$ cat src/single_wire_pkg.sv
// Package for the single-wire slot and pullup controller.
// Assumes a single 50 MHz system clock; all times become cycle counts here.
package single_wire_pkg;

  // Clock rate and width of every timing value
  localparam int CLK_MHZ = 50;
  localparam int TIME_W = 16;

  // Default slot times in ns, standard speed then overdrive speed
  localparam int STD_W1L_NS = 6000;
  localparam int STD_W0L_NS = 60000;
  localparam int STD_REC_NS = 5000;
  localparam int STD_MSR_NS = 13000;
  localparam int STD_SLOT_NS = 70000;
  localparam int STD_RSTL_NS = 480000;
  localparam int OD_W1L_NS = 1000;
  localparam int OD_W0L_NS = 8000;
  localparam int OD_REC_NS = 2000;
  localparam int OD_MSR_NS = 2000;
  localparam int OD_SLOT_NS = 10000;
  localparam int OD_RSTL_NS = 48000;

  // Least times round up to whole cycles
  function automatic logic [TIME_W-1:0] ns2cyc(input int ns);
    int cyc;
    cyc = (ns * CLK_MHZ + 999) / 1000;
    if (cyc < 1) begin
      cyc = 1;
    end
    return cyc[TIME_W-1:0];
  endfunction

  // Timing set reset values in cycles
  localparam logic [TIME_W-1:0] STD_W1L_CYC = ns2cyc(STD_W1L_NS);
  localparam logic [TIME_W-1:0] STD_W0L_CYC = ns2cyc(STD_W0L_NS);
  localparam logic [TIME_W-1:0] STD_REC_CYC = ns2cyc(STD_REC_NS);
  localparam logic [TIME_W-1:0] STD_MSR_CYC = ns2cyc(STD_MSR_NS);
  localparam logic [TIME_W-1:0] STD_SLOT_CYC = ns2cyc(STD_SLOT_NS);
  localparam logic [TIME_W-1:0] STD_RSTL_CYC = ns2cyc(STD_RSTL_NS);
  localparam logic [TIME_W-1:0] OD_W1L_CYC = ns2cyc(OD_W1L_NS);
  localparam logic [TIME_W-1:0] OD_W0L_CYC = ns2cyc(OD_W0L_NS);
  localparam logic [TIME_W-1:0] OD_REC_CYC = ns2cyc(OD_REC_NS);
  localparam logic [TIME_W-1:0] OD_MSR_CYC = ns2cyc(OD_MSR_NS);
  localparam logic [TIME_W-1:0] OD_SLOT_CYC = ns2cyc(OD_SLOT_NS);
  localparam logic [TIME_W-1:0] OD_RSTL_CYC = ns2cyc(OD_RSTL_NS);

  // Waveform kinds a command may ask for
  typedef enum logic [1:0] {
    KIND_RESET = 2'b00,
    KIND_WRITE0 = 2'b01,
    KIND_WRITE1 = 2'b10,
    KIND_READ = 2'b11
  } slot_kind_t;

  // Timing parameter selectors for configuration writes
  typedef enum logic [2:0] {
    PAR_W1L = 3'b000,
    PAR_W0L = 3'b001,
    PAR_REC = 3'b010,
    PAR_MSR = 3'b011,
    PAR_SLOT = 3'b100,
    PAR_RSTL = 3'b101
  } timing_par_t;

  // Waveform engine states
  typedef enum logic [1:0] {
    ST_IDLE = 2'b00,
    ST_LOW = 2'b01,
    ST_HIGH = 2'b10
  } slot_state_t;

endpackage

$ cat src/slot_timer_if.sv
// Interface between the waveform engine and its elapsed-time counter.
// Assumes both ends run on the same sys_clk.
`timescale 1ns/1ps
interface slot_timer_if;
  import single_wire_pkg::*;
  logic restart;
  logic [TIME_W-1:0] elapsed;
  modport engine (output restart, input elapsed);
  modport timer (input restart, output elapsed);
endinterface

$ cat src/single_wire_slot_pullup_ctrl.sv
// Waveform engine of a single-wire bus master: reset cycles, write and
// read slots, reply sampling, fast-rise and strong pullup control.
// Assumes an open-drain line outside, a threshold comparator for the
// pullup-on level, and a host that sequences commands over plain ports.
`timescale 1ns/1ps
module single_wire_slot_pullup_ctrl
  import single_wire_pkg::*;
(
  // Clock and reset
  input wire logic sys_clk,
  input wire logic rst_b,
  // Command request and answer
  input wire logic cmdValid,
  input wire slot_kind_t cmdKind,
  input wire logic cmdLast,
  output logic cmdReady,
  output logic doneValid,
  output logic readBit,
  // Control settings
  input wire logic overdrive,
  input wire logic fastRisePullupEnable,
  input wire logic strongPullupArm,
  input wire logic strongPullupDisable,
  input wire logic masterReset,
  // Timing configuration writes
  input wire logic cfgWrite,
  input wire logic cfgOverdrive,
  input wire timing_par_t cfgSelect,
  input wire logic [TIME_W-1:0] cfgValue,
  // Status
  output logic strongPullupArmed,
  output logic strongPullupOn,
  // Line pins
  input wire logic lineIn,
  input wire logic pullupOnThreshold,
  output logic lineOut,
  output logic lineOe,
  output logic weakPullupOn,
  output logic fastRisePullup
);

  slot_timer_if tmr ();
  slot_timer u_timer (
    .sys_clk(sys_clk),
    .rst_b(rst_b),
    .tmr(tmr)
  );

  slot_state_t state_reg;
  slot_kind_t kind_reg;
  logic last_reg;
  logic speed_reg;
  logic [1:0] lineSync_reg;
  logic [1:0] aboveSync_reg;
  logic armed_reg;
  logic fastRise_reg;
  logic spuArm_reg;
  logic spu_reg;
  logic done_reg;
  logic bit_reg;
  logic lineNow;
  logic aboveNow;
  logic startSlot;
  logic lowEnd;
  logic slotEnd;
  logic riseEnd;
  logic sampleNow;
  logic [TIME_W-1:0] w1l_reg [2];
  logic [TIME_W-1:0] w0l_reg [2];
  logic [TIME_W-1:0] rec_reg [2];
  logic [TIME_W-1:0] msr_reg [2];
  logic [TIME_W-1:0] slot_reg [2];
  logic [TIME_W-1:0] rstl_reg [2];
  logic [TIME_W-1:0] lowTime;
  logic [TIME_W-1:0] riseTime;
  logic [TIME_W-1:0] endTime;

  // Two flip-flop synchronisers on the line and comparator pins
  always_ff @(posedge sys_clk or negedge rst_b) begin
    if (!rst_b) begin
      lineSync_reg <= 2'h3;
      aboveSync_reg <= 2'h3;
    end else begin
      lineSync_reg <= {lineSync_reg[0], lineIn};
      aboveSync_reg <= {aboveSync_reg[0], pullupOnThreshold};
    end
  end
  assign lineNow = lineSync_reg[1];
  assign aboveNow = aboveSync_reg[1];

  // Timing sets in cycles, one per speed
  always_ff @(posedge sys_clk or negedge rst_b) begin
    if (!rst_b) begin
      w1l_reg <= '{STD_W1L_CYC, OD_W1L_CYC};
      w0l_reg <= '{STD_W0L_CYC, OD_W0L_CYC};
      rec_reg <= '{STD_REC_CYC, OD_REC_CYC};
      msr_reg <= '{STD_MSR_CYC, OD_MSR_CYC};
      slot_reg <= '{STD_SLOT_CYC, OD_SLOT_CYC};
      rstl_reg <= '{STD_RSTL_CYC, OD_RSTL_CYC};
    end else if (cfgWrite) begin
      unique case (cfgSelect)
        PAR_W1L: w1l_reg[cfgOverdrive] <= cfgValue;
        PAR_W0L: w0l_reg[cfgOverdrive] <= cfgValue;
        PAR_REC: rec_reg[cfgOverdrive] <= cfgValue;
        PAR_MSR: msr_reg[cfgOverdrive] <= cfgValue;
        PAR_SLOT: slot_reg[cfgOverdrive] <= cfgValue;
        PAR_RSTL: rstl_reg[cfgOverdrive] <= cfgValue;
        default: ;
      endcase
    end
  end

  // Phase boundaries of the running waveform, all from the falling edge
  always_comb begin
    lowTime = w1l_reg[speed_reg];
    riseTime = w0l_reg[speed_reg] + rec_reg[speed_reg];
    endTime = riseTime;
    unique case (kind_reg)
      KIND_RESET: begin
        lowTime = rstl_reg[speed_reg];
        riseTime = rstl_reg[speed_reg] + rstl_reg[speed_reg];
        endTime = riseTime;
      end
      KIND_WRITE0: begin
        lowTime = w0l_reg[speed_reg];
      end
      KIND_WRITE1: ;
      KIND_READ: begin
        if (slot_reg[speed_reg] > endTime) begin
          endTime = slot_reg[speed_reg];
        end
      end
    endcase
  end

  assign startSlot = (state_reg == ST_IDLE) && cmdValid;
  assign lowEnd = (state_reg == ST_LOW) && (tmr.elapsed + 1'b1 >= lowTime);
  assign slotEnd = (state_reg == ST_HIGH) && (tmr.elapsed + 1'b1 >= endTime);
  assign riseEnd = (kind_reg == KIND_READ) && !bit_reg ? slotEnd
    : (state_reg == ST_HIGH) && (tmr.elapsed + 1'b1 >= riseTime);
  assign sampleNow = (state_reg == ST_HIGH) &&
    (tmr.elapsed == msr_reg[speed_reg]);
  assign tmr.restart = startSlot;
  assign cmdReady = (state_reg == ST_IDLE);

  // Waveform sequencer; a master reset aborts it at once
  always_ff @(posedge sys_clk or negedge rst_b) begin
    if (!rst_b) begin
      state_reg <= ST_IDLE;
      kind_reg <= KIND_RESET;
      last_reg <= 1'b0;
      speed_reg <= 1'b0;
    end else if (masterReset) begin
      state_reg <= ST_IDLE;
    end else begin
      unique case (state_reg)
        ST_IDLE: begin
          if (cmdValid) begin
            state_reg <= ST_LOW;
            kind_reg <= cmdKind;
            last_reg <= cmdLast;
            speed_reg <= overdrive;
          end
        end
        ST_LOW: begin
          if (lowEnd) begin
            state_reg <= ST_HIGH;
          end
        end
        ST_HIGH: begin
          if (slotEnd) begin
            state_reg <= ST_IDLE;
          end
        end
        default: state_reg <= ST_IDLE;
      endcase
    end
  end

  // Line drive: low only in the low phase; weak pullup otherwise
  assign lineOut = 1'b0;
  assign lineOe = (state_reg == ST_LOW);
  assign weakPullupOn = !lineOe;

  // Reply sampling at the msr point for every kind; each kind samples only if that point lies past its own low phase
  always_ff @(posedge sys_clk or negedge rst_b) begin
    if (!rst_b) begin
      bit_reg <= 1'b1;
      done_reg <= 1'b0;
    end else begin
      done_reg <= slotEnd && !masterReset;
      if (startSlot) begin
        bit_reg <= 1'b1;
      end else if (sampleNow) begin
        bit_reg <= lineNow;
      end
    end
  end
  assign doneValid = done_reg;
  assign readBit = bit_reg;

  // Fast-rise trigger: armed after the low phase, fires on the threshold
  always_ff @(posedge sys_clk or negedge rst_b) begin
    if (!rst_b) begin
      armed_reg <= 1'b0;
      fastRise_reg <= 1'b0;
    end else if (masterReset || riseEnd || state_reg != ST_HIGH) begin
      armed_reg <= lowEnd && !masterReset;
      fastRise_reg <= 1'b0;
    end else if (armed_reg && aboveNow) begin
      armed_reg <= 1'b0;
      fastRise_reg <= fastRisePullupEnable;
    end
  end

  // Strong pullup enable: host arms it, hardware clears it when it ends
  always_ff @(posedge sys_clk or negedge rst_b) begin
    if (!rst_b) begin
      spuArm_reg <= 1'b0;
    end else if (strongPullupArm) begin
      spuArm_reg <= 1'b1;
    end else if (masterReset || strongPullupDisable) begin
      spuArm_reg <= 1'b0;
    end else if (spu_reg && startSlot) begin
      spuArm_reg <= 1'b0;
    end
  end

  // Strong pullup: starts at the rising edge of the last slot
  always_ff @(posedge sys_clk or negedge rst_b) begin
    if (!rst_b) begin
      spu_reg <= 1'b0;
    end else if (masterReset || strongPullupDisable || !spuArm_reg) begin
      spu_reg <= 1'b0;
    end else if (startSlot) begin
      spu_reg <= 1'b0;
    end else if (armed_reg && aboveNow && last_reg) begin
      spu_reg <= 1'b1;
    end
  end

  // Shared pullup transistor; the host's enable setting is never touched
  assign fastRisePullup = fastRise_reg || spu_reg;
  assign strongPullupOn = spu_reg;
  assign strongPullupArmed = spuArm_reg;

endmodule

$ cat src/slot_timer.sv
// Elapsed-cycle counter measured from the falling edge of a slot.
// Assumes restart is a one-cycle pulse from logic on the same clock.
`timescale 1ns/1ps
module slot_timer
  import single_wire_pkg::*;
(
  // Clock and reset
  input wire logic sys_clk,
  input wire logic rst_b,
  // Engine side
  slot_timer_if.timer tmr
);

  logic [TIME_W-1:0] count_reg;

  // Count up from zero after each restart, holding at the top
  always_ff @(posedge sys_clk or negedge rst_b) begin
    if (!rst_b) begin
      count_reg <= '0;
    end else if (tmr.restart) begin
      count_reg <= '0;
    end else if (count_reg != {TIME_W{1'b1}}) begin
      count_reg <= count_reg + 1'b1;
    end
  end

  assign tmr.elapsed = count_reg;

endmodule

$ cat config.mk
export PLATFORM = sky130hd
export DESIGN_NAME = single_wire_slot_pullup_ctrl
export DESIGN_NICKNAME = d
export VERILOG_FILES = /design/src/single_wire_pkg.sv /design/src/slot_timer_if.sv /design/src/single_wire_slot_pullup_ctrl.sv /design/src/slot_timer.sv
export SDC_FILE = /design/constraint.sdc
export NUM_CORES = 1
export LEC_CHECK = 0
export ABC_AREA = 1
export ABC_CLOCK_PERIOD_IN_PS = 6100
export BUFFER_PORTS_ARGS = -buffer_cell sky130_fd_sc_hd__buf_2
export CORE_ASPECT_RATIO = 0.7
export CORE_MARGIN = 2
export CORE_UTILIZATION = 30
export DETAILED_ROUTE_END_ITERATION = 12
export SLEW_MARGIN = 20
export SYNTH_ARGS = -nofsm -noshare
export SYNTH_HDL_FRONTEND = slang
export SYNTH_SLANG_ARGS = --single-unit
$ cat constraint.sdc
create_clock -name sys_clk -period 6.1 [get_ports sys_clk]
set_input_delay 1.22 -clock sys_clk [delete_from_list [all_inputs] [get_ports sys_clk]]
set_output_delay 1.22 -clock sys_clk [all_outputs]
set_load 0.05 [all_outputs]
After elaboration in Yosys (flattened, before gate mapping)
Cells that the tools add are included.
- output and inout port bits: 9
- word-level logic and storage cells: 140
- bits in registers: 224
- reduce and logical (&&, ||, !) cells: 37
- magnitude comparators: 7
- mux-type cells: 50
- equal/unequal tests: 15
- bitwise gates (word level): 3
- $add $sub $neg: 3
- operator list (cell ; number):
    $mux W16 ; 23
    $bwmux W32 ; 6
    $pmux W16 S2 ; 2
    $ge A16 B16 Y1 ; 3
    $add A16 B16 Y16 ; 2
    $add A16 B1 Y16 const B ; 1
    $demux W16 S1 ; 1
    $eq A16 B16 Y1 ; 1
    $gt A16 B16 Y1 ; 1
    $ne A16 B16 Y1 const B ; 1
    $mux W1 ; 13
    $logic_and A1 B1 Y1 ; 12
    $reduce_and A2 Y1 ; 6
    $mux W2 ; 4
    $eq A3 B2 Y1 const B ; 2
    $eq A3 B3 Y1 const B ; 2
    $ne A3 B2 Y1 const B ; 2
    $pmux W2 S3 ; 1
    $reduce_and A3 Y1 ; 2
    $reduce_bool A2 Y1 ; 3
    $reduce_bool A3 Y1 ; 2
    $logic_or A1 B1 Y1 ; 5
    $eq A2 B1 Y1 const B ; 2
    $eq A2 B2 Y1 const B ; 2
    other kinds (10) ; 16

Depth between registers and ports, before layout
- word-level depth: 14
- gate-level depth with buffers: 50

Cells and area by module
From an unflattened synthesis, not the netlist that was laid out.
- cells, all modules: 1743
- area total of the unflattened synthesis: 13345.3 um^2
- by module, submodules not included (module ; cells each ; area an instance (um^2) ; seq. area each (um^2) ; instances):
    single_wire_slot_pullup_ctrl ; 1610 ; 12354.3 ; 5282.6 ; 1
    slot_timer ; 133 ; 991.0 ; 400.4 ; 1

Worst setup path before layout
OpenSTA, ideal clock, no wires.
- kind: register -> register
- start point: reg speed_reg
- end point: reg armed_reg
- setup slack: 491 ps
- buffers on the path: 6
- cell stages (with the launch flop): 49
- arrival time: 5489 ps
- setup time: 120 ps
- cells stage by stage: dfrtp_1 buf_2 inv_1 buf_2 buf_2 clkbuf_1 buf_1 nand2_1 nand2_1 ha_1 nand2_1 nor2_1 nand3_1 nand3_1 a21oi_1 o21bai_1 nand3_1 o21ai_0 (+13 left out) nand2_2 buf_6 nand2_1 nand2_1 nand2_1 nand2_1 ha_1 nand2_1 inv_1 nand3_1 nor3_1 nand3_1 nand3_1 nand2_1 nand3_1 nand2_1 o21ai_0 inv_1
- longest elaborated chain between the ends: 14
- elaborated cells between the ends (all ways): 35
- those cells by class: add/sub: 2; order compare: 4; mux: 21; bitwise: 1; reduce/logical: 7
- ends and longest elaborated chain (element ; line ; source):
    start, declared ; single_wire_slot_pullup_ctrl.sv:52 ; logic speed_reg;
    start signal, assigned ; single_wire_slot_pullup_ctrl.sv:162 ; speed_reg <= overdrive;
    $not A1 Y2 (not written as such) (*) ; -- ;
    $mux W16 (on tied branches) (3 in series) ; single_wire_slot_pullup_ctrl.sv:116, single_wire_slot_pullup_ctrl.sv:125 ;
    $add A16 B16 Y16 ; single_wire_slot_pullup_ctrl.sv:116 ; riseTime = w0l_reg[speed_reg] + rec_reg[speed_reg];
    $gt A16 B16 Y1 ; single_wire_slot_pullup_ctrl.sv:129 ; if (slot_reg[speed_reg] > endTime) begin
    $mux W16 ; single_wire_slot_pullup_ctrl.sv:129 ;
    $pmux W16 S2 ; single_wire_slot_pullup_ctrl.sv:118 ; unique case (kind_reg)
    $ge A16 B16 Y1 ; single_wire_slot_pullup_ctrl.sv:138 ; assign slotEnd = (state_reg == ST_HIGH) && (tmr.elapsed + 1'b1 >= endTime);
    $logic_and A1 B1 Y1 ; single_wire_slot_pullup_ctrl.sv:138 ;
    $mux W1 ; single_wire_slot_pullup_ctrl.sv:139 ; assign riseEnd = (kind_reg == KIND_READ) && !bit_reg ? slotEnd
    $logic_or A1 B1 Y1 (2 in series) ; single_wire_slot_pullup_ctrl.sv:207 ; end else if (masterReset || riseEnd || state_reg != ST_HIGH) begin
    $mux W1 or $reduce_bool A2 Y1 (tied branches) ; -- ;
    end signal, assigned ; single_wire_slot_pullup_ctrl.sv:208 ; armed_reg <= lowEnd && !masterReset;
    end, declared ; single_wire_slot_pullup_ctrl.sv:55 ; logic armed_reg;
Mark *: on every way between the ends. The rest lies on a longest branch, timed or not. The select of a mux whose other input is x is not followed.
A chain may end at the register's enable or synchronous reset.

Worst setup path after layout
Same ends and word-level chain as after synthesis.

==> out/summary.txt <==
DRT
-------------------------------------------------------------------------------------
DR vias/cell                                                                     4.88
DRT iter0 DRCs                                                                    885
Routed wire length                                                            37.0 mm
Average wire per standard cell                                                16.5 um
Number of optimization iterations in the first detailed-route pass                  5
Antenna-violating nets left                                                         0
Number of DRC violations after detailed routing                                     0
Total via count after detailed routing                                         11,000

SYNTHESIS
-------------------------------------------------------------------------------------
Cell count after synthesis                                                      1,669
Post-synthesis adder-cell area fraction                                         8.00%
Number of synthesized register bits                                               224
Number of warnings reported in the yosys synthesis log                              0
Syn Std Cell Area                                                         12,900 um^2
Number of synthesized flops with an enable pin                                      0
Syn_nets                                                                        1,785
Average cell area after synthesis                                           7.74 um^2
Top flip-flop cell by instance count after synthesis                          dfrtp_1
Async SR Flop Fraction                                                           100%
Simple-gate portion of the synthesized area                                     22.9%
Cell variety after synth                                                           49
Post-synthesis xor/xnor area fraction                                           1.97%
Share of synthesized area occupied by flip-flops and latches                    44.0%
Dominant combinational cell family by area after synthesis               simple AND/OR/NAND/NOR gates
Synthesized-area fraction occupied by ao, oa, aoi and oai cells                 15.5%
Mux contribution to synthesized area                                           0.707%

CRITICAL PATH
-------------------------------------------------------------------------------------
Worst setup endpoint                                                        armed_reg
Slowest cell on crit path                                                     dfrtp_4
Data required time of the worst path                                          6.53 ns
Endpoint of the worst register-to-register path                             armed_reg
Startpoint of the worst-slack reg-to-reg timing path                        speed_reg
Launching element type of the critical path                                      flop
Max Fanout on Critical Path                                                        14
Slack of the worst reg-to-reg path                                            0.54 ns
Start-to-end type of the worst setup path                                  reg -> reg
Data arrival time at the worst-slack endpoint                                 5.98 ns
Slowest Stage Delay on Critical Path                                          0.50 ns
Most frequent cell on the critical path                                       nand2_1
Endpoint kind of the worst setup timing path                                     flop
Worst r2r path cells                                                               45
Launching instance or port of the critical path                             speed_reg

CLOCK TREE
-------------------------------------------------------------------------------------
Clock sink count                                                                  224
Buffer cell driving the clock tree root                                     clkbuf_16
H-tree levels                                                                       1
Clock-pin slew on the worst setup and hold paths                              0.07 ns
Buffer depth of the longest clock path                                              3
Post-cts hold buffer count                                                          0
Clock tree from TritonCTS                                                        done
Clock insertion delay at the later pin of the skew report                     0.54 ns
TritonCTS buffer count                                                             25

CELLS AND AREA
-------------------------------------------------------------------------------------
Sequential cell area                                                        5690 um^2
Final design utilization                                                        34.6%
Most frequent standard cell in the layout excluding fill and tap cells        nand2_1
Filler cells                                                                    4,441
Post-layout nets                                                                1,794
Number of antenna repair diodes                                                     0
Share of cells above drive strength 1                                           13.5%
Area growth from synthesis to final layout                                      13.5%
Multi-input gate area                                                       6450 um^2
Leading cell types in the layout, fill and taps excluded                 nand2_1 (529), o21ai_0 (244), dfrtp_1 (161), inv_1 (140), nor2_1 (97)

FLOORPLANNING
-------------------------------------------------------------------------------------
Core Footprint                                                            42,400 um^2
Width of the die                                                               252 um
Floorplan die area                                                        44,800 um^2
Initial Utilization                                                             30.5%
Die boundary height                                                            178 um
Row count                                                                          63
Number of top-level design ports                                                   43

TIMING
-------------------------------------------------------------------------------------
Fin. max-slew vios                                                                  0
Slew @ Worst Pin                                                              1.00 ns
Final worst-path setup slack                                                 0.545 ns
Final Hold Fails                                                                    0
Time the final worst path needs with I/O delays and setup                     5.56 ns
Normalized max-slew margin                                                      33.1%
Final setup violation count                                                         0
Post-Route Hold Slack                                                        0.348 ns
Period Utilization, post-route                                                  91.1%
Layout Skew                                                                 0.0129 ns
Total Neg Setup Slack                                                            0 ns
Fmax                                                                        0.180 GHz

PLACED DESIGN
-------------------------------------------------------------------------------------
Final weighted congestion in routability-driven placement                       0.894
Post-DP HPWL                                                                  26.8 mm
Worst Setup Slack post-DPL                                                   0.224 ns
Buffers on Ports                                                                   41

GRT
-------------------------------------------------------------------------------------
Global-route wire length before repair                                        59.9 mm
Overall routing resource usage                                                  16.9%
Number of global-route vias before repair                                      10,700
Grt met2 use                                                                    26.1%
Largest net degree at the start of global routing                                 124
Layer carrying the most global-route usage                                       met2
Sum of overflow across all layers after global routing                              0
Number of antenna violations at the first check in global routing                   0
Met3 demand-to-capacity share in global routing                                 2.74%
Grt met1 use                                                                    24.3%

POWER
-------------------------------------------------------------------------------------
Largest voltage drop on the vdd net                                            224 uV
Power density relative to cell area                                       445 nW/um^2
Leakage                                                                       7.21 nW
Total power draw                                                              6.53 mW

HOLD PATH
-------------------------------------------------------------------------------------
Path type of the worst min-delay path                                      reg -> reg

RUN STATUS
-------------------------------------------------------------------------------------
Outcome                                                                  finished, final reports clean

FLOW RUN
-------------------------------------------------------------------------------------
Max_cap viols                                                                       0

[worst max-delay path: cells and delay by family, from the launching register on]
family	cells	cell delay, ns
simple gates	28	2.38
xor+xnor	1	0.19
buf+inv	7	0.69
flops	1	0.50
fa+ha+maj	3	0.93
compound gates	6	0.76
[cell families after synthesis]
| family | Yosys count |
|---|---|
| AOI/OAI and AO/OA | 362 |
| xor gates and xnor gates | 29 |
| adders and majority gates | 82 |
| buffers and inverters | 231 |
| DFF | 224 |
| muxes | 9 |
| other | 1 |
| and+or+nand+nor | 731 |
[cell type report]
cell class                 instances  area share (%)
multi-input combinational       1214            44.0
sequential                       224            38.8
clock buffer                      37            4.91
tap                              552            4.71
inverter                         143            3.68
timing repair buffer              70            3.09
clock inverter                     8           0.861
[how the worst min path moves through the flow]
stage,from,endpoint,slack (ns),cells after the start
2_1_floorplan,aboveSync_reg[0],aboveSync_reg[1],0.35,0
3_3_place_gp,lineSync_reg[0],lineSync_reg[1],0.35,0
3_5_place_dp,lineSync_reg[0],lineSync_reg[1],0.35,0
4_1_cts,aboveSync_reg[0],aboveSync_reg[1],0.36,0
5_1_grt,aboveSync_reg[0],aboveSync_reg[1],0.36,0
6_report,aboveSync_reg[0],aboveSync_reg[1],0.35,0
[through the flow]
step / cells / instance area (um^2)
after floorplan: 1669 / 12900
after global placement: 2200 / 13700
after detailed placement: 2200 / 13700
after CTS: 2245 / 14500
after global routing: 2248 / 14700
final: 2248 / 14700
[per-layer routing]
| layer | share of wire [%] | vias up | routed length [um] |
|---|---|---|---|
| li1 | - | 5462 | - |
| met1 | 49 | 5207 | 18300 |
| met5 | 0 | - | 0 |
| met4 | 2.5 | 0 | 929 |
| met3 | 4.9 | 56 | 1830 |
| met2 | 43 | 240 | 16000 |
[synth_stat cells (15+ instances only)]
cell type	count	area share [%]
nor2_1	99	2.9
xor2_1	24	1.6
nand3_1	46	1.8
or2_2	15	0.73
clkbuf_1	73	2.1
ha_1	81	7.8
dfrtp_1	162	31
o21ai_0	246	9.5
a21oi_1	49	1.9
dfstp_2	62	13
inv_1	141	4.1
nand2_1	531	15
[where the power goes]
part / switching, mW / internal [mW]
logic: 1.88 / 1.07
clock network: 0.646 / 0.946
registers: 0.168 / 1.82
[repair_timing]
action,CTS,global route
hold endpoints to repair,0,0
setup buffers,0,2
resized for setup,0,21
setup endpoints to repair,0,4
Power figures use the tool's default switching activity.
